$ cat config.mk
export PLATFORM = sky130hd
export DESIGN_NAME = ebc_top
export DESIGN_NICKNAME = d
export VERILOG_FILES = /design/src/hdl/ebc_pkg.sv /design/src/hdl/ebc_ms_tick.sv /design/src/hdl/ebc_top.sv
export SDC_FILE = /design/constraint.sdc
export NUM_CORES = 1
export LEC_CHECK = 0
export BUFFER_PORTS_ARGS = -buffer_cell sky130_fd_sc_hd__buf_4
export CORE_ASPECT_RATIO = 0.8
export CORE_MARGIN = 3
export CORE_UTILIZATION = 30
export DETAILED_ROUTE_END_ITERATION = 8
export HOLD_SLACK_MARGIN = 0.08
export PLACE_DENSITY = 0.55
export SYNTH_ARGS = -nofsm -noshare
export SYNTH_HDL_FRONTEND = slang
export SYNTH_SLANG_ARGS = --single-unit
$ cat constraint.sdc
create_clock -name i_clk -period 19.73 [get_ports i_clk]
set_clock_uncertainty 0.2 [all_clocks]
set_input_delay 3.946 -clock i_clk [delete_from_list [all_inputs] [get_ports i_clk]]
set_output_delay 3.946 -clock i_clk [all_outputs]
set_load 0.1 [all_outputs]
$ cat src/hdl/ebc_pkg.sv
// Shared constants, parameter indices, commands and carrier types of the ejector command block.
// Assumes a single 40 MHz clock and parameter access by 16-bit index.
package ebc_pkg;

  localparam int CLK_PERIOD_NS = 25;
  localparam int TICK_PERIOD_NS = 1_000_000;
  localparam int TICK_CYC = (TICK_PERIOD_NS + CLK_PERIOD_NS - 1) / CLK_PERIOD_NS;

  localparam logic [15:0] IDX_SYS_CMD = 16'h0002;
  localparam logic [15:0] IDX_BLOW_MODE = 16'h0045;
  localparam logic [15:0] IDX_SIG_TYPE = 16'h0049;
  localparam logic [15:0] IDX_OUT_FILTER = 16'h004B;
  localparam logic [15:0] IDX_LOCKS = 16'h005A;
  localparam logic [15:0] IDX_NFC_PIN = 16'h005B;
  localparam logic [15:0] IDX_PROF0_DUR = 16'h006A;
  localparam logic [15:0] PROF_STRIDE = 16'h0100;
  localparam int PROF_W = 2;

  localparam logic [7:0] CMD_APP_RESET = 8'h81;
  localparam logic [7:0] CMD_FULL_RESTORE = 8'h83;
  localparam logic [7:0] CMD_ZERO_CAL = 8'hA5;
  localparam logic [7:0] CMD_CLR_CNT = 8'hA7;
  localparam logic [7:0] CMD_CLR_VOLT = 8'hA8;
  localparam logic [7:0] CMD_CLR_VAC = 8'hA9;

  localparam logic [15:0] DUR_MIN = 16'h000A;
  localparam logic [15:0] DUR_MAX = 16'h270F;
  localparam logic [15:0] FILT_MAX = 16'h03E7;
  localparam logic [15:0] PIN_MAX = 16'h03E7;
  localparam logic [15:0] DUR_DEF = 16'h0000;
  localparam logic [15:0] FILT_DEF = 16'h0000;
  localparam logic [15:0] PIN_DEF = 16'h0000;
  localparam logic [7:0] LOCK_DEF = 8'h00;
  localparam logic [7:0] SIG_DEF = 8'h00;
  localparam logic [7:0] MODE_DEF = 8'h00;
  localparam logic [7:0] MODE_MAX = 8'h02;

  localparam int LOCK_NFC_WR_BIT = 0;
  localparam int LOCK_NFC_OFF_BIT = 1;
  localparam int LOCK_EVT_BIT = 4;
  localparam int SIG_OUT_INV_BIT = 0;
  localparam int SIG_IN_INV_BIT = 1;
  localparam int SIG_NC_BIT = 2;

  localparam logic [7:0] SETMODE_OFF = 8'h00;
  localparam logic [7:0] SETMODE_ON = 8'h01;

  localparam int ZERO_PCT = 3;
  localparam int PCT_FULL = 100;

  typedef enum logic [1:0] {BLOW_EXT, BLOW_INT_TIMED, BLOW_EXT_TIMED} ebc_blow_mode_t;

  typedef struct packed {
    logic wr;
    logic rd;
    logic [15:0] idx;
    logic [15:0] data;
  } ebc_par_req_t;

  typedef struct packed {
    logic wr;
    logic [15:0] idx;
    logic [15:0] data;
    logic [15:0] pin;
  } ebc_nfc_req_t;

  typedef struct packed {
    logic suction;
    logic blowoff;
    logic [7:0] set_mode;
    logic [PROF_W-1:0] profile;
  } ebc_pd_out_t;

endpackage

$ cat src/hdl/ebc_ms_tick.sv
// One-millisecond tick divider for the ejector command block.
// Assumes one free-running clock; the tick is a one-cycle enable.
`timescale 1ns/1ps
`default_nettype none
module ebc_ms_tick
  import ebc_pkg::*;
#(
  parameter int CYCLES = TICK_CYC
)
(
  input wire logic i_clk,
  input wire logic i_sys_rst,
  output logic o_tick
);

  localparam int CW = (CYCLES > 1) ? $clog2(CYCLES) : 1;
  localparam logic [CW-1:0] LAST = CW'(CYCLES - 1);

  initial
  begin
    if (CYCLES < 1)
      $error("ebc_ms_tick: CYCLES must be at least one");
  end

  logic [CW-1:0] cnt_r;
  logic [CW-1:0] cnt_nxt;
  logic tick_nxt;

  always_comb
  begin
    tick_nxt = (cnt_r == LAST);
    cnt_nxt = tick_nxt ? '0 : cnt_r + 1'b1;
  end

  always_ff @(posedge i_clk or posedge i_sys_rst)
  begin
    if (i_sys_rst)
    begin
      cnt_r <= '0;
      o_tick <= 1'b0;
    end
    else
    begin
      cnt_r <= cnt_nxt;
      o_tick <= tick_nxt;
    end
  end

endmodule
`default_nettype wire

$ cat src/hdl/ebc_top.sv
// Ejector blow-off, operating mode, system command, access lock and output filter control.
// Assumes parameter requests and process data come from the same clock domain; SIO pins do not.
//
// What this block does
// - External mode: blow while blow command held.
// - Internal timed: blow set time after suction off.
// - External timed: rising command, fixed duration, no extension.
// - Blow duration accepted from 10 to 9999 ms.
// - Zero duration forces external blow-off mode.
// - Separate duration per profile, profile zero 0x006A.
// - Automatic mode entered directly after power-up.
// - Setting mode disables valve protection monitoring.
// - Setting mode left on bit change or request.
// - 0x81 resets application parameters, link stays up.
// - 0x83 restores settings, stops link, needs restart.
// - Full restore keeps counters, zero point, extremes.
// - 0xA5 zero calibration within three percent only.
// - 0xA8 clears supply voltage minimum and maximum.
// - 0xA9 clears vacuum minimum and maximum.
// - Lock bits: NFC write, NFC off, events.
// - Nonzero PIN rejects NFC writes without match.
// - PIN defaults to zero, set only over link.
// - Part-present switch-off delay 1 to 999 ms.
// - Normally closed output turns delay into switch-on.
// - Blow-off mode selected by index 0x0045.
// - Blow-off wins over suction, even when long.
`timescale 1ns/1ps
`default_nettype none
module ebc_top
  import ebc_pkg::*;
#(
  parameter int TICK_CYCLES = TICK_CYC,
  parameter int NPROF = 4,
  parameter int VAC_W = 12,
  parameter int VAC_FULL = 1000
)
(
  input wire logic i_clk,
  input wire logic i_sys_rst,
  input wire logic i_iol_mode,
  input wire ebc_par_req_t i_par,
  input wire ebc_nfc_req_t i_nfc,
  input wire ebc_pd_out_t i_pd,
  input wire logic i_sio_suction,
  input wire logic i_sio_blowoff,
  input wire logic i_part_present_raw,
  input wire logic signed [VAC_W-1:0] i_vacuum,
  output logic o_par_ack,
  output logic [15:0] o_par_rdata,
  output logic o_nfc_ack,
  output logic o_nfc_rejected,
  output logic o_suction_valve,
  output logic o_blow_valve,
  output logic o_part_present_output,
  output logic o_pd_part_present,
  output logic o_setting_mode,
  output logic o_valve_protect_en,
  output logic o_iol_comm_en,
  output logic o_nfc_enable,
  output logic o_iol_event_en,
  output logic o_restart_required,
  output logic o_clr_erasable_cnt,
  output logic o_clr_volt_minmax,
  output logic o_clr_vac_minmax,
  output logic signed [VAC_W-1:0] o_zero_offset,
  output logic o_zero_limit_err
);

  initial
  begin
    if (NPROF < 1 || NPROF > (1 << PROF_W))
      $error("ebc_top: NPROF out of range");
    if (VAC_W < 2 || VAC_FULL < 1)
      $error("ebc_top: vacuum range unusable");
  end

  localparam logic signed [VAC_W-1:0] ZERO_LIM = VAC_W'((VAC_FULL * ZERO_PCT) / PCT_FULL);

  ////////////////////////////////////////////////////////////////////////////
  // Millisecond tick and pin synchronisers.

  logic tick;

  ebc_ms_tick #(.CYCLES(TICK_CYCLES)) u_tick (
    .i_clk(i_clk),
    .i_sys_rst(i_sys_rst),
    .o_tick(tick)
  );

  logic [1:0] sync_suc_r;
  logic [1:0] sync_blow_r;

  always_ff @(posedge i_clk or posedge i_sys_rst)
  begin
    if (i_sys_rst)
    begin
      sync_suc_r <= 2'b00;
      sync_blow_r <= 2'b00;
    end
    else
    begin
      sync_suc_r <= {sync_suc_r[0], i_sio_suction};
      sync_blow_r <= {sync_blow_r[0], i_sio_blowoff};
    end
  end

  ////////////////////////////////////////////////////////////////////////////
  // Parameter store and system commands.

  logic [15:0] dur_r [NPROF];
  logic [15:0] dur_nxt [NPROF];
  logic [7:0] mode_r, mode_nxt;
  logic [7:0] sig_r, sig_nxt;
  logic [15:0] filt_r, filt_nxt;
  logic [7:0] lock_r, lock_nxt;
  logic [15:0] pin_r, pin_nxt;
  logic halted_r, halted_nxt;
  logic restart_r, restart_nxt;
  logic ack_nxt, nfc_ack_nxt, nfc_rej_nxt;
  logic [15:0] rdata_nxt;
  logic clr_cnt_nxt, clr_volt_nxt, clr_vac_nxt;
  logic signed [VAC_W-1:0] zoff_nxt;
  logic zerr_nxt;
  logic w_en;
  logic [15:0] w_idx, w_data;
  logic nfc_ok;

  always_comb
  begin
    dur_nxt = dur_r;
    mode_nxt = mode_r;
    sig_nxt = sig_r;
    filt_nxt = filt_r;
    lock_nxt = lock_r;
    pin_nxt = pin_r;
    halted_nxt = halted_r;
    restart_nxt = restart_r;
    ack_nxt = 1'b0;
    rdata_nxt = o_par_rdata;
    clr_cnt_nxt = 1'b0;
    clr_volt_nxt = 1'b0;
    clr_vac_nxt = 1'b0;
    zoff_nxt = o_zero_offset;
    zerr_nxt = o_zero_limit_err;
    // Link requests win the shared write path; a colliding NFC write is refused rather than lost silently.
    nfc_ok = i_nfc.wr && !i_par.wr && !lock_r[LOCK_NFC_WR_BIT] && !lock_r[LOCK_NFC_OFF_BIT]
             && (pin_r == PIN_DEF || i_nfc.pin == pin_r) && i_nfc.idx != IDX_NFC_PIN
             && i_nfc.idx != IDX_SYS_CMD;
    nfc_ack_nxt = i_nfc.wr && !lock_r[LOCK_NFC_OFF_BIT];
    nfc_rej_nxt = i_nfc.wr && !lock_r[LOCK_NFC_OFF_BIT] && !nfc_ok;
    w_en = (i_par.wr && !halted_r) || nfc_ok;
    w_idx = i_par.wr ? i_par.idx : i_nfc.idx;
    w_data = i_par.wr ? i_par.data : i_nfc.data;
    if (i_par.rd && !halted_r)
    begin
      ack_nxt = 1'b1;
      rdata_nxt = '0;
      unique case (i_par.idx)
        IDX_BLOW_MODE: rdata_nxt = {8'h00, mode_r};
        IDX_SIG_TYPE: rdata_nxt = {8'h00, sig_r};
        IDX_OUT_FILTER: rdata_nxt = filt_r;
        IDX_LOCKS: rdata_nxt = {8'h00, lock_r};
        IDX_NFC_PIN: rdata_nxt = pin_r;
        default:
        begin
          for (int p = 0; p < NPROF; p++)
            if (i_par.idx == IDX_PROF0_DUR + 16'(p) * PROF_STRIDE)
              rdata_nxt = dur_r[p];
        end
      endcase
    end
    if (i_par.wr && !halted_r)
      ack_nxt = 1'b1;
    if (w_en)
    begin
      unique case (w_idx)
        IDX_BLOW_MODE: if (w_data[7:0] <= MODE_MAX) mode_nxt = w_data[7:0];
        IDX_SIG_TYPE: sig_nxt = w_data[7:0];
        IDX_OUT_FILTER: if (w_data <= FILT_MAX) filt_nxt = w_data;
        IDX_LOCKS: lock_nxt = w_data[7:0];
        IDX_NFC_PIN: if (w_data <= PIN_MAX) pin_nxt = w_data;
        IDX_SYS_CMD:
        begin
          unique case (w_data[7:0])
            CMD_APP_RESET, CMD_FULL_RESTORE:
            begin
              for (int p = 0; p < NPROF; p++)
                dur_nxt[p] = DUR_DEF;
              mode_nxt = MODE_DEF;
              sig_nxt = SIG_DEF;
              filt_nxt = FILT_DEF;
              lock_nxt = LOCK_DEF;
              pin_nxt = PIN_DEF;
              restart_nxt = 1'b1;
              // Counters, zero point and extremes are deliberately left alone here.
              halted_nxt = (w_data[7:0] == CMD_FULL_RESTORE);
            end
            CMD_ZERO_CAL:
            begin
              if (i_vacuum <= ZERO_LIM && i_vacuum >= -ZERO_LIM)
              begin
                zoff_nxt = i_vacuum;
                zerr_nxt = 1'b0;
              end
              else
                zerr_nxt = 1'b1;
            end
            CMD_CLR_CNT: clr_cnt_nxt = 1'b1;
            CMD_CLR_VOLT: clr_volt_nxt = 1'b1;
            CMD_CLR_VAC: clr_vac_nxt = 1'b1;
            default: ;
          endcase
        end
        default:
        begin
          for (int p = 0; p < NPROF; p++)
            if (w_idx == IDX_PROF0_DUR + 16'(p) * PROF_STRIDE
                && (w_data == 16'h0000 || (w_data >= DUR_MIN && w_data <= DUR_MAX)))
              dur_nxt[p] = w_data;
        end
      endcase
    end
  end

  always_ff @(posedge i_clk or posedge i_sys_rst)
  begin
    if (i_sys_rst)
    begin
      for (int p = 0; p < NPROF; p++)
        dur_r[p] <= DUR_DEF;
      mode_r <= MODE_DEF;
      sig_r <= SIG_DEF;
      filt_r <= FILT_DEF;
      lock_r <= LOCK_DEF;
      pin_r <= PIN_DEF;
      halted_r <= 1'b0;
      restart_r <= 1'b0;
      o_par_ack <= 1'b0;
      o_par_rdata <= '0;
      o_nfc_ack <= 1'b0;
      o_nfc_rejected <= 1'b0;
      o_clr_erasable_cnt <= 1'b0;
      o_clr_volt_minmax <= 1'b0;
      o_clr_vac_minmax <= 1'b0;
      o_zero_offset <= '0;
      o_zero_limit_err <= 1'b0;
    end
    else
    begin
      dur_r <= dur_nxt;
      mode_r <= mode_nxt;
      sig_r <= sig_nxt;
      filt_r <= filt_nxt;
      lock_r <= lock_nxt;
      pin_r <= pin_nxt;
      halted_r <= halted_nxt;
      restart_r <= restart_nxt;
      o_par_ack <= ack_nxt;
      o_par_rdata <= rdata_nxt;
      o_nfc_ack <= nfc_ack_nxt;
      o_nfc_rejected <= nfc_rej_nxt;
      o_clr_erasable_cnt <= clr_cnt_nxt;
      o_clr_volt_minmax <= clr_volt_nxt;
      o_clr_vac_minmax <= clr_vac_nxt;
      o_zero_offset <= zoff_nxt;
      o_zero_limit_err <= zerr_nxt;
    end
  end

  ////////////////////////////////////////////////////////////////////////////
  // Operating mode, setting mode and valve control.

  logic cmd_suc, cmd_blow;
  logic prev_suc_r, prev_blow_r, prev_suc_nxt, prev_blow_nxt;
  logic pd_suc_r, pd_blow_r;
  logic set_nxt;
  logic [15:0] bcnt_r, bcnt_nxt;
  logic [15:0] act_dur;
  ebc_blow_mode_t eff_mode;
  logic blow_nxt, suc_nxt;

  always_comb
  begin
    cmd_suc = i_iol_mode ? i_pd.suction : (sync_suc_r[1] ^ sig_r[SIG_IN_INV_BIT]);
    cmd_blow = i_iol_mode ? i_pd.blowoff : (sync_blow_r[1] ^ sig_r[SIG_IN_INV_BIT]);
    act_dur = (32'(i_pd.profile) < NPROF) ? dur_r[i_pd.profile] : dur_r[0];
    eff_mode = ebc_blow_mode_t'(mode_r[1:0]);
    if (act_dur == 16'h0000)
      eff_mode = BLOW_EXT;
    prev_suc_nxt = cmd_suc;
    prev_blow_nxt = cmd_blow;
    set_nxt = o_setting_mode;
    if (!i_iol_mode || i_pd.set_mode == SETMODE_OFF
        || i_pd.suction != pd_suc_r || i_pd.blowoff != pd_blow_r)
      set_nxt = 1'b0;
    else if (i_pd.set_mode == SETMODE_ON)
      set_nxt = 1'b1;
    bcnt_nxt = bcnt_r;
    if (tick && bcnt_r != 16'h0000)
      bcnt_nxt = bcnt_r - 16'h0001;
    unique case (eff_mode)
      BLOW_EXT: bcnt_nxt = 16'h0000;
      BLOW_INT_TIMED: if (prev_suc_r && !cmd_suc) bcnt_nxt = act_dur;
      BLOW_EXT_TIMED: if (!prev_blow_r && cmd_blow) bcnt_nxt = act_dur;
      default: bcnt_nxt = 16'h0000;
    endcase
    // A held command does not reload the counter, so in external timed mode a long level cannot stretch the blow.
    blow_nxt = (eff_mode == BLOW_EXT_TIMED) ? (bcnt_nxt != 16'h0000)
               : (cmd_blow || bcnt_nxt != 16'h0000);
    suc_nxt = cmd_suc && !blow_nxt;
    if (halted_r)
    begin
      blow_nxt = 1'b0;
      suc_nxt = 1'b0;
      bcnt_nxt = 16'h0000;
    end
  end

  // Automatic mode needs no entry command: valves follow commands from the first cycle after reset.
  always_ff @(posedge i_clk or posedge i_sys_rst)
  begin
    if (i_sys_rst)
    begin
      prev_suc_r <= 1'b0;
      prev_blow_r <= 1'b0;
      pd_suc_r <= 1'b0;
      pd_blow_r <= 1'b0;
      bcnt_r <= 16'h0000;
      o_setting_mode <= 1'b0;
      o_valve_protect_en <= 1'b1;
      o_blow_valve <= 1'b0;
      o_suction_valve <= 1'b0;
      o_iol_comm_en <= 1'b1;
      o_nfc_enable <= 1'b1;
      o_iol_event_en <= 1'b1;
      o_restart_required <= 1'b0;
    end
    else
    begin
      prev_suc_r <= prev_suc_nxt;
      prev_blow_r <= prev_blow_nxt;
      pd_suc_r <= i_pd.suction;
      pd_blow_r <= i_pd.blowoff;
      bcnt_r <= bcnt_nxt;
      o_setting_mode <= set_nxt;
      o_valve_protect_en <= !set_nxt;
      o_blow_valve <= blow_nxt;
      o_suction_valve <= suc_nxt;
      o_iol_comm_en <= !halted_nxt;
      o_nfc_enable <= !lock_nxt[LOCK_NFC_OFF_BIT];
      o_iol_event_en <= !lock_nxt[LOCK_EVT_BIT];
      o_restart_required <= restart_nxt;
    end
  end

  ////////////////////////////////////////////////////////////////////////////
  // Part-present filter.

  logic pp_r, pp_nxt;
  logic [15:0] fcnt_r, fcnt_nxt;
  logic delayed_dir;

  always_comb
  begin
    pp_nxt = pp_r;
    fcnt_nxt = fcnt_r;
    // Normally open delays the falling edge, normally closed the rising edge.
    delayed_dir = sig_r[SIG_NC_BIT] ? i_part_present_raw : !i_part_present_raw;
    if (i_part_present_raw == pp_r || filt_r == 16'h0000 || !delayed_dir)
    begin
      pp_nxt = i_part_present_raw;
      fcnt_nxt = filt_r;
    end
    else if (tick)
    begin
      if (fcnt_r <= 16'h0001)
        pp_nxt = i_part_present_raw;
      else
        fcnt_nxt = fcnt_r - 16'h0001;
    end
  end

  always_ff @(posedge i_clk or posedge i_sys_rst)
  begin
    if (i_sys_rst)
    begin
      pp_r <= 1'b0;
      fcnt_r <= 16'h0000;
      o_pd_part_present <= 1'b0;
      o_part_present_output <= 1'b0;
    end
    else
    begin
      pp_r <= pp_nxt;
      fcnt_r <= fcnt_nxt;
      o_pd_part_present <= pp_nxt;
      o_part_present_output <= pp_nxt ^ sig_r[SIG_NC_BIT] ^ sig_r[SIG_OUT_INV_BIT];
    end
  end

endmodule
`default_nettype wire

==> metrics.md, run 1 <==
| Metric | Value |
|---|---|
| CP Capture Type | register |
| Cell count after synthesis | 1,125 |
| Hold crit path type | register to register |
| Top post-synthesis cells by area | dfrtp_1 (46%), mux2_2 (5.6%), a22o_1 (4.3%), nor2_1 (3.6%), mux2i_1 (3.1%) |
| Die height | 185 um |
| Arrival @ worst endpoint | 7670 ps |
| Hpwl dp | 27,600 um |
| Critical-path cell list | buf_4 > mux4_2 > nor4_1 > nand4_1 > nand2_1 > ha_1 > inv_1 > a2111o_1 > a21oi_1 > a22oi_1 > nand4_1 > or4b_1 > nor2b_1 |
| Maximum VDD drop | 53.3 uV |
| Multi-input gate area | 0.00607 sq mm |
| Initial antenna violation count | 0 |
| RR Endpoint | o_blow_valve |
| Largest buffer count on any clock path | 3 |
| Worst-Margin Slew | 1060 ps |
| Maxcap violations | 0 |
| DRT iter0 DRCs | 722 |
| Yosys Warn Count | 0 |
| Share of cells above drive strength 1 | 24.9% |
| Number of synthesized flops with an enable pin | 0 |
| FF-to-FF setup slack | 15,620 ps |
| Setup WS pre-CTS | 11,810 ps |
| Syn Nets | 1,245 |
| Post-Route WL | 37,800 um |
| NumNets Final | 1,387 |
| Sink Count | 223 |
| Port bufs | 157 |
| Register area | 0.00559 sq mm |
| Tcrit/Tclk final | 37.6% |
| Post-route DRC | 0 |
| Library cells used by synthesis | 88 |
| Overall die width | 230 um |
| Post-synth top area cell | dfrtp_1 |
| Clk pin slew, worst setup/hold paths | 60 ps |
| CP most frequent cell | nand4_1 |
| FF+latch count, synth | 223 |
| Setup crit end | o_blow_valve |
| Post-cts resize count | 0 |
| Synth Flop Type | dfrtp_1 |
| Worst slew margin | 29.1% |
| Layout area overhead | 21.3% |
| Syn_area_per_cell | 10.7 sq um |
| # setup viols final | 0 |
| Crit Path Max Fanout | 16 |
| Global-route usage over all layers | 17.5% |
| Power density cells | 73.5 mW/mm^2 |
| Setup TNS Final | 0 ps |
| Synthesized cell area | 0.0120 sq mm |
| Die footprint | 0.0424 sq mm |
| Crit start category | input pin |
| Fmax | 0.135 GHz |
| WP buf/inv | 2 |
| CTS Root Cell | clkbuf_16 |
| CTS tree | built |
| Final hold violations | 0 |
| Vias/cell | 5.37 |
| Setup WS post-layout | 12,310 ps |
| # hold bufs at CTS | 0 |
| Final Max Tran Viols | 0 |
| Pre-Repair DR Iteration Count | 5 |
| Site Rows | 64 |
| LEAKAGE | 6.63 nW |
| Gr ovfl total | 0 |
| Max incr delay on CP | 790 ps |
| Status | complete, no violations |
| Vias in the first global route | 9,738 |
| GPL Wtd Cong | 0.869 |
| R2r startpoint | dur_r[3] |
| Worst-Skew Late Latency | 540 ps |
| Register area share after synthesis | 46.6% |
| Critical Setup Path Class | input pin to register |
| Share of the synthesized area in the top cell type | 45.7% |
| Htree depth | 1 |
| Instance count on the critical path | 13 |
| Filler cell count | 3,831 |
| Worst Path Required | 19,990 ps |
| Worst Reg-to-Reg Cells | 12 |
| Via Count | 9,731 |
| Critical Path Source | i_pd[0] |
| Largest net degree at the start of global routing | 101 |
| CTS buffer count | 26 |
| Diode count | 0 |
| Initial core utilization | 30.9% |
| Ys async rst share | 100% |
| Delay-heaviest family, CP | compound AO/OA/AOI/OAI gates |
| Post-route ant nets | 0 |
| Setup bufs post-CTS | 0 |
| Top-level I/O count | 158 |
| First-pass GRT wire length | 58,600 um |
| Slowest-stage cell, CP | a21oi_1 |
| Avg WL per Cell | 20.9 um |
| Core area | 0.0388 sq mm |
| RSZ-0062 raised after global routing | false |
| Clock period minus worst slack | 7420 ps |
## kinds of logic (layout without fill, tap and decap cells)
family / Yosys count / count (layout) / synth area share, %
compound gates: 254 / 254 / 16.1
xor+xnor: 54 / 54 / 3.94
fa+ha+maj: 7 / 7 / 0.731
buf+inv: 70 / 230 / 2.74
flops: 223 / 223 / 46.6
mux: 113 / 113 / 11.7
simple gates: 404 / 404 / 18.2
## report_power, final
| part | leakage (nW) | internal, W | total, W | switching, W |
|---|---|---|---|---|
| Combinational | 3.15 | 0.0000311 | 0.0000933 | 0.0000622 |
| Clock | 0.444 | 0.000316 | 0.000513 | 0.000196 |
| Sequential | 3.04 | 0.000460 | 0.000462 | 0.00000198 |
| Total | 6.63 | 0.000808 | 0.00107 | 0.000261 |
## synth_stat cells, drive strengths merged (11+ instances only)
cell type  count
mux2i         37
nor4          32
o21ai         46
buf           28
mux4          16
nand4         12
nand2b        13
o22ai         18
nor2         116
clkbuf        23
a31oi         11
mux2          60
nor2b         27
nor3          29
nand3         19
and2          12
nor3b         11
dfrtp        219
a21oi         31
inv           19
xnor2         18
a22o          59
xor2          36
nand2         69
## flip-flops by register name, indices dropped and copies added (netlist names), 12 cells and up
signal,count
bcnt_r,16
dur_r,64
fcnt_r,16
filt_r,16
o_par_rdata,16
o_zero_offset,12
pin_r,16
u_tick.cnt_r,16
## per-layer routing
| layer | vias to the layer above | share of wire (%) | track usage [%] |
|---|---|---|---|
| met5 | - | 0 | 0 |
| met4 | 0 | 2.2 | 4.04 |
| met3 | 54 | 6.9 | 3.31 |
| met2 | 350 | 42 | 26.2 |
| met1 | 4817 | 48 | 26.2 |
| li1 | 4510 | - | - |
## layout by cell type, fill, tap and decap left out, drive strengths merged, types with 18 or more instances in the layout
| master | synthesis | routed |
|---|---|---|
| a21oi | 31 | 31 |
| a22o | 59 | 59 |
| buf | 28 | 165 |
| clkbuf | 23 | 36 |
| dfrtp | 219 | 219 |
| inv | 19 | 19 |
| mux2 | 60 | 60 |
| mux2i | 37 | 37 |
| nand2 | 69 | 69 |
| nand3 | 19 | 19 |
| nor2 | 116 | 116 |
| nor2b | 27 | 27 |
| nor3 | 29 | 29 |
| nor4 | 32 | 32 |
| o21ai | 46 | 46 |
| o22ai | 18 | 18 |
| xnor2 | 18 | 18 |
| xor2 | 36 | 36 |
## metrics by stage
step	power [W]	std cells	utilization, %	hold WS [ps]	area, sq um
detailed placement	0.000564	1767	35.1	144	13600
global route	0.00111	1813	37.4	174	14500
floorplan	0.000523	1125	-	131	12000
finish	0.00107	1813	37.4	156	14500
CTS	0.00108	1813	37.4	156	14500
global placement	0.000563	1767	35.1	142	13600
## worst min path at each step
stage                    from              to  slack, ps  cells after the start
2_1_floorplan  sync_blow_r[0]  sync_blow_r[1]        130                      0
3_3_place_gp    sync_suc_r[0]   sync_suc_r[1]        140                      0
3_5_place_dp   sync_blow_r[0]  sync_blow_r[1]        140                      0
4_1_cts        sync_blow_r[0]  sync_blow_r[1]        160                      0
5_1_grt        sync_blow_r[0]  sync_blow_r[1]        170                      0
6_report       sync_blow_r[0]  sync_blow_r[1]        160                      0
## worst register-to-register path: cells and delay by family, from the launching register on
family | cells | cell delay (ps)
AOI/OAI and AO/OA | 3 | 1370
and+or+nand+nor | 6 | 1270
muxes | 1 | 510
DFF | 1 | 440
adders and majority gates | 1 | 190
buffers and inverters | 1 | 60
## area by class of cell
| cell class | instances | share of cell area [%] |
|---|---|---|
| clock buffer | 36 | 5.15 |
| clock inverter | 10 | 1.08 |
| inverter | 19 | 0.542 |
| multi-input combinational | 832 | 41.8 |
| sequential | 223 | 38.4 |
| tap | 528 | 4.54 |
| timing repair buffer | 165 | 8.52 |
Note: power is estimated with default switching activity, not from simulation.
==> inputs of run 2 (changes only) <==
Settings changed: PLACE_DENSITY 0.55 to 0.57.
Clock period 19.73 ns to 6.2 ns, I/O delays scaled along.
==> metrics.md, run 2 (synthesis gave the netlist of run 1 again) <==
| Metric | Value |
|---|---|
| Status | complete, no violations |
| Post-route ant nets | 0 (unchanged) |
| Initial core utilization | 30.9% (unchanged) |
| Multi-input gate area | 0.00607 sq mm (unchanged) |
| Layout area overhead | 21.6% |
| Final Max Tran Viols | 0 (unchanged) |
| Maxcap violations | 0 (unchanged) |
| GPL Wtd Cong | 0.888 (+2.3%) |
| Sequential Power Share | 43.1% (-0.2 points) |
| Port bufs | 157 (unchanged) |
| Most frequent cells in the layout | dfrtp_1 (219), buf_4 (166), nor2_1 (115) |
| CTS buffer count | 26 (unchanged) |
| Diode count | 0 (unchanged) |
| Site Rows | 64 (unchanged) |
| Vias/cell | 5.45 (+1.5%) |
| Avg WL per Cell | 21.0 um (+0.65%) |
| Commonest non-fill, non-tap cell in the layout | dfrtp_1 |
| Initial antenna violation count | 0 (unchanged) |
| Worst-Margin Slew | 1100 ps (+47.5 ps) |
| Max incr delay on CP | 560 ps (-230 ps) |
| Overall die width | 230 um (unchanged) |
| Largest net degree at the start of global routing | 185 (+83%) |
| Critical Path Source | i_pd[0] |
| NumNets Final | 1,389 (+0.14%) |
| Setup bufs post-CTS | 0 (unchanged) |
| LEAKAGE | 6.65 nW (+0.31%) |
| Htree depth | 1 (unchanged) |
| R2r startpoint | dur_r[3] |
| DRT iter0 DRCs | 761 (+5.4%) |
| # setup viols final | 0 (unchanged) |
| Die height | 185 um (unchanged) |
| Setup TNS Final | 0 ps (unchanged) |
| Global-route usage over all layers | 17.7% (+0.19 points) |
| Register area | 0.00559 sq mm (unchanged) |
| Hold crit path type | register to register |
| Core area | 0.0388 sq mm (unchanged) |
| Fmax | 0.209 GHz |
| Post-cts resize count | 0 (unchanged) |
| NetSw | 0.000852 W (+230%) |
| Largest register FFs | 64 (unchanged) |
| Sw frac | 25.0% (+0.58 points) |
| Die footprint | 0.0424 sq mm (unchanged) |
| Biggest register | dur_r |
| Arrival @ worst endpoint | 4960 ps (-2710 ps) |
| Share of cells above drive strength 1 | 25.2% (+0.31 points) |
| Clk pin slew, worst setup/hold paths | 60 ps (about the same) |
| Finished Core Util | 37.5% (+0.093 points) |
| Hold path startpoint | sync_suc_r[0] |
| CTS Root Cell | clkbuf_16 |
| Via Count | 9,896 (+1.7%) |
| Slowest-stage cell, CP | mux4_2 |
| Critical-path cell list | buf_4 > mux4_2 > nor4_1 > nand4_1 > nand2_1 > inv_1 > ha_1 > o2111ai_1 > a21oi_1 > o2bb2ai_1 > nor4bb_1 > or4b_1 > nor2b_1 |
| # hold bufs at CTS | 0 (unchanged) |
| Pre-Repair DR Iteration Count | 5 (unchanged) |
| Comb power frac | 8.7% (about the same) |
| Top-level I/O count | 158 (unchanged) |
| Crit start category | input pin |
| Worst Path Required | 6380 ps (-13,610 ps) |
| Critical Setup Path Class | input pin to register |
| Gr ovfl total | 0 (unchanged) |
| Worst-Skew Late Latency | 550 ps (about the same) |
| First-pass GRT wire length | 59,100 um (+0.96%) |
| Power density cells | 234 mW/mm^2 (+220%) |
| Filler cell count | 3,864 (+0.86%) |
| Vias in the first global route | 9,796 (+0.60%) |
| Maximum VDD drop | 203 uV (+280%) |
| Hpwl dp | 27,900 um (+1.2%) |
| CTS tree | built |
| Worst slew margin | 25.9% (-3.2 points) |
| Post-Route WL | 38,200 um (+0.87%) |
| Internal | 0.00256 W (+220%) |
| Largest buffer count on any clock path | 3 (unchanged) |
| Tcrit/Tclk final | 77.1% |
| Crit Path Max Fanout | 16 (unchanged) |
| Sink Count | 223 (unchanged) |
| CP Capture Type | register |
| RSZ-0062 raised after global routing | false |
| Clock power frac | 48.2% (+0.2 points) |
| Post-route DRC | 0 (unchanged) |
| Clock period minus worst slack | 4780 ps |
| Final hold violations | 0 (unchanged) |
run 2: changes by cell type in the layout (fill, tap and decap cells not counted), sizes merged:
cell and change:
buf +2, bufinv -1, clkbuf +1, clkinv +2
run 2: stage by stage:
stage                     instances  setup WS [ps]  power, W  hold WS, ps  instance area (sq um)
after CTS                      1817           1450   0.00345          148                  14600
after detailed placement       1769            934   0.00180          135                  13700
final                          1817           1420   0.00341          147                  14600
after floorplan                1125           1080   0.00167          131                  12000
after global routing           1817           1060   0.00352          158                  14600
after global placement         1769           1070   0.00179          141                  13700
run 2: power by group through the flow:
stage          Combinational [W]  Sequential [W]  Clock (W)
6_report                0.000298         0.00147    0.00164
5_1_grt                 0.000321         0.00147    0.00173
4_1_cts                 0.000299         0.00147    0.00168
3_5_place_dp            0.000298         0.00150          0
3_3_place_gp            0.000296         0.00150          0
2_1_floorplan           0.000123         0.00154          0
run 2: path summary, 6_finish.rpt:
kind                               endpoint  slack (ps)  cells after the start
hold / removal                sync_suc_r[1]         150                      0
setup reg to reg               o_blow_valve        1990                     12
setup / recovery               o_blow_valve        1420                     13
min in group asynchronous  o_zero_offset[1]         710                      3
hold reg to reg               sync_suc_r[1]         150                      0
max in group asynchronous    sync_blow_r[1]        4240                      3
run 2: area by class of cell:
| type | instances | area share [%] |
|---|---|---|
| Multi-Input combinational cell | 832 | 41.7 |
| Sequential cell | 223 | 38.3 |
| Timing Repair Buffer | 167 | 8.68 |
| Clock buffer | 37 | 5.30 |
| Tap cell | 528 | 4.53 |
| Clock inverter | 11 | 0.995 |
| Inverter | 19 | 0.515 |
run 2: per-layer routing:
layer | GRT usage [%] | part of all wire [%] | vias to the layer above | wire [um]
met5 | 0 | 0 | - | 0
met1 | 26.6 | 49 | 5026 | 18600
met3 | 4.11 | 6.9 | 40 | 2630
met2 | 26.1 | 43 | 330 | 16300
li1 | - | - | 4500 | -
met4 | 3.31 | 1.7 | 0 | 632
run 2: critical path: cells and delay by family:
kind | cells | cell delay, ps
compound gates | 3 | 760
buf+inv | 2 | 310
fa+ha+maj | 1 | 210
simple gates | 6 | 1870
mux | 1 | 560
==> inputs of run 3 (changes only) <==
Settings changed: ABC_AREA set to 1, PLACE_DENSITY 0.57 to 0.55.
Clock period 6.2 ns to 5 ns, I/O delays scaled along.
==> metrics.md, run 3 <==
| Metric | Value |
|---|---|
| Status | complete, no violations |
| RSZ-0062 raised after global routing | false |
| Sw frac | 24.7% (-0.26 points) |
| Register area share after synthesis | 44.8% (-1.8 points) |
| Site Rows | 66 (+3.1%) |
| Hold path startpoint | sync_suc_r[0] |
| Setup TNS Final | 0 ps (unchanged) |
| Arrival @ worst endpoint | 4460 ps (-500 ps) |
| Cell count after synthesis | 1,715 (+52%) |
| Post-route cell area | 0.0151 sq mm (+3.5%) |
| FF-to-FF setup slack | 1510 ps (-480 ps) |
| Tot Pwr | 0.00422 W (+24%) |
| Worst-Margin Slew | 862 ps (-241 ps) |
| Port bufs | 157 (unchanged) |
| Sequential Power Share | 43.3% (+0.2 points) |
| Htree depth | 1 (unchanged) |
| Core area | 0.0408 sq mm (+5.0%) |
| Initial core utilization | 30.6% (-0.32 points) |
| Multi-input gate area | 0.00584 sq mm (-3.8%) |
| Power density cells | 279 mW/mm^2 (+19%) |
| First-pass GRT wire length | 65,700 um (+11%) |
| Die height | 188 um (+1.9%) |
| Avg WL per Cell | 17.5 um (-17%) |
| Yosys Warn Count | 0 (unchanged) |
| Largest buffer count on any clock path | 3 (unchanged) |
| Comb power frac | 8.6% (about the same) |
| Pre-Repair DR Iteration Count | 5 (unchanged) |
| Number of synthesized flops with an enable pin | 0 (unchanged) |
| Register area | 0.00559 sq mm (unchanged) |
| Layout area overhead | 21.1% |
| Clk pin slew, worst setup/hold paths | 60 ps (about the same) |
| RR Endpoint | o_blow_valve |
| CP Capture Type | register |
| Syn_area_per_cell | 7.27 sq um (-32%) |
| Die footprint | 0.0440 sq mm (+3.8%) |
| Critical-path cell list | buf_4 > inv_1 > o21ai_0 > o22ai_1 > nor4_1 > nand2_1 > o21ai_0 > inv_1 > ha_1 > nand4_1 > o21ai_0 > buf_4 > nand2_1 > nand2_1 > o21ai_0 > nand2_1 > nor2_1 > nand3_1 > nor2_1 > nor2_1 |
| Worst Reg-to-Reg Cells | 20 (+8) |
| Clock period minus worst slack | 4240 ps |
| FF+latch count, synth | 223 (unchanged) |
| Fmax | 0.236 GHz |
| Diode count | 0 (unchanged) |
| Largest register FFs | 64 (unchanged) |
| Crit start category | input pin |
| Ys async rst share | 100% (unchanged) |
| Critical Setup Path Class | input pin to register |
| CTS buffer count | 26 (unchanged) |
| Worst-Skew Late Latency | 550 ps (about the same) |
| Maximum VDD drop | 214 uV (+5.1%) |
| GPL Wtd Cong | 0.969 (+9.0%) |
| Crit Path Max Fanout | 36 (+20) |
| Synthesized cell area | 0.0125 sq mm (+4.0%) |
| # setup viols final | 0 (unchanged) |
| Synth Area in Simple Gates | 33.0% (+15 points) |
| Tcrit/Tclk final | 84.9% |
| Synth Area in Compound Gates | 10.5% (-5.6 points) |
| Post-cts resize count | 0 (unchanged) |
| Hpwl dp | 32,100 um (+15%) |
| Most frequent cells in the layout | nand2_1 (518), dfrtp_1 (219), inv_1 (189) |
| Maxcap violations | 0 (unchanged) |
| Largest family of logic cells by synthesized area | simple AND/OR/NAND/NOR gates |
| NetSw | 0.00104 W (+22%) |
| Slowest-stage cell, CP | inv_1 |
| Largest net degree at the start of global routing | 125 (-32%) |
| Commonest non-fill, non-tap cell in the layout | nand2_1 |
| Post-synth top area cell | dfrtp_1 |
| Final Max Tran Viols | 0 (unchanged) |
| Gr ovfl total | 0 (unchanged) |
| Top post-synthesis cells by area | dfrtp_1 (44%), nand2_1 (16%), nand3_1 (5.8%), inv_1 (5.7%), nor2_1 (5.5%) |
| Overall die width | 234 um (+1.9%) |
| Initial antenna violation count | 1 (+1) |
| Post-route ant nets | 0 (unchanged) |
| CTS tree | built |
| # hold bufs at CTS | 0 (unchanged) |
| Worst Hold End | sync_suc_r[1] |
| Global-route usage over all layers | 18.9% (+1.2 points) |
| Clock power frac | 48.1% (about the same) |
| Syn Nets | 1,835 (+47%) |
| Hold path depth | 0 (unchanged) |
| Setup bufs post-CTS | 0 (unchanged) |
| R2r startpoint | dur_r[18] |
| DRT iter0 DRCs | 1,350 (+77%) |
| Synth Area in Adders | 0.703% (-0.028 points) |
| Vias/cell | 5.01 (-7.9%) |
| Via Count | 12,100 (+23%) |
| Setup WS pre-CTS | 291 ps (-644 ps) |
| Max incr delay on CP | 410 ps (-150 ps) |
| Xor and xnor area share after synthesis | 2.46% (-1.5 points) |
| Share of cells above drive strength 1 | 13.5% (-12 points) |
| Top-count cell post-synth | nand2_1 |
| Sink Count | 223 (unchanged) |
| Critical Path Source | i_pd[0] |
| Hold crit path type | register to register |
| Internal | 0.00318 W (+24%) |
| Worst slew margin | 42.5% (+17 points) |
| Post-Route WL | 42,400 um (+11%) |
| CTS Root Cell | clkbuf_16 |
| Setup WS post-layout | 757 ps (-665 ps) |
| Post-route DRC | 0 (unchanged) |
| Biggest register | dur_r |
| Library cells used by synthesis | 48 (-45%) |
| LEAKAGE | 7.74 nW (+16%) |
| Final hold violations | 0 (unchanged) |
| Post-synth top cells | nand2_1 (518), dfrtp_1 (219), inv_1 (190) |
| Synth Flop Type | dfrtp_1 |
| Filler cell count | 4,342 (+12%) |
| Post-synthesis mux area share | 0.241% (-11 points) |
| Vias in the first global route | 11,500 (+17%) |
| Worst Path Required | 5220 ps (-1160 ps) |
| Top-level I/O count | 158 (unchanged) |
| Post-DP Area | 0.0142 sq mm (+3.8%) |
| NumNets Final | 1,977 (+42%) |
| Share of the synthesized area in the top cell type | 44.0% (-1.7 points) |
-- run 3: changes by cell type in the layout (fill, tap and decap cells not counted), sizes merged, moves of 16 or more --
cell and change:
inv +179, nand4 +37, o21ai +81, a22o -59, nand2 +459, mux2 -60
nand3 +125, mux4 -16, mux2i -34, nor2 +68, xor2 -23, nor2b -27
-- run 3: cells by family (layout without fill, tap and decap cells) --
kind of cell	Yosys count	count (layout)
mux	3	3
compound gates	222	222
flops	223	223
fa+ha+maj	7	7
simple gates	968	968
xor+xnor	35	35
buf+inv	257	419
-- run 3: layout make-up --
cell class,instances,share of cell area (%)
timing repair buffer,172,8.72
multi-input combinational,1235,38.7
sequential,223,37.0
inverter,199,4.97
clock inverter,11,0.953
tap,544,4.51
clock buffer,37,5.12
-- run 3: worst max-delay path by stage --
stage	cells after the start	end
after floorplan	1	bcnt_r[0]
after global placement	19	o_blow_valve
final	20	o_blow_valve
after global routing	19	o_blow_valve
after detailed placement	20	o_blow_valve
after CTS	20	o_blow_valve
-- run 3: worst max-delay path: cells and delay by family --
family | cells | cell delay (ps)
adder cells (fa/ha/maj) | 1 | 230
buffers and inverters | 4 | 950
AND/OR/NAND/NOR | 10 | 1100
AO/OA/AOI/OAI | 5 | 1150
-- run 3: power groups by stage --
stage	Sequential, W	Clock, W	Combinational (W)
2_1_floorplan	0.00188	0	0.000190
3_3_place_gp	0.00186	0	0.000357
3_5_place_dp	0.00186	0	0.000360
4_1_cts	0.00183	0.00208	0.000362
5_1_grt	0.00183	0.00214	0.000402
6_report	0.00183	0.00203	0.000361
-- run 3: stage by stage --
step	cells	utilization, %	hold WS, ps
detailed placement	2373	34.7	139
finish	2421	37.0	161
floorplan	1715	-	131
global placement	2373	34.7	142
global route	2421	37.0	165
CTS	2421	37.0	162
-- run 3: layer usage --
layer,up-vias,global-route usage (%),wire length (um)
li1,5882,-,-
met1,5742,30.1,21300
met2,456,25.5,16700
met3,59,4.16,3500
met4,2,4.54,976
met5,-,0,17
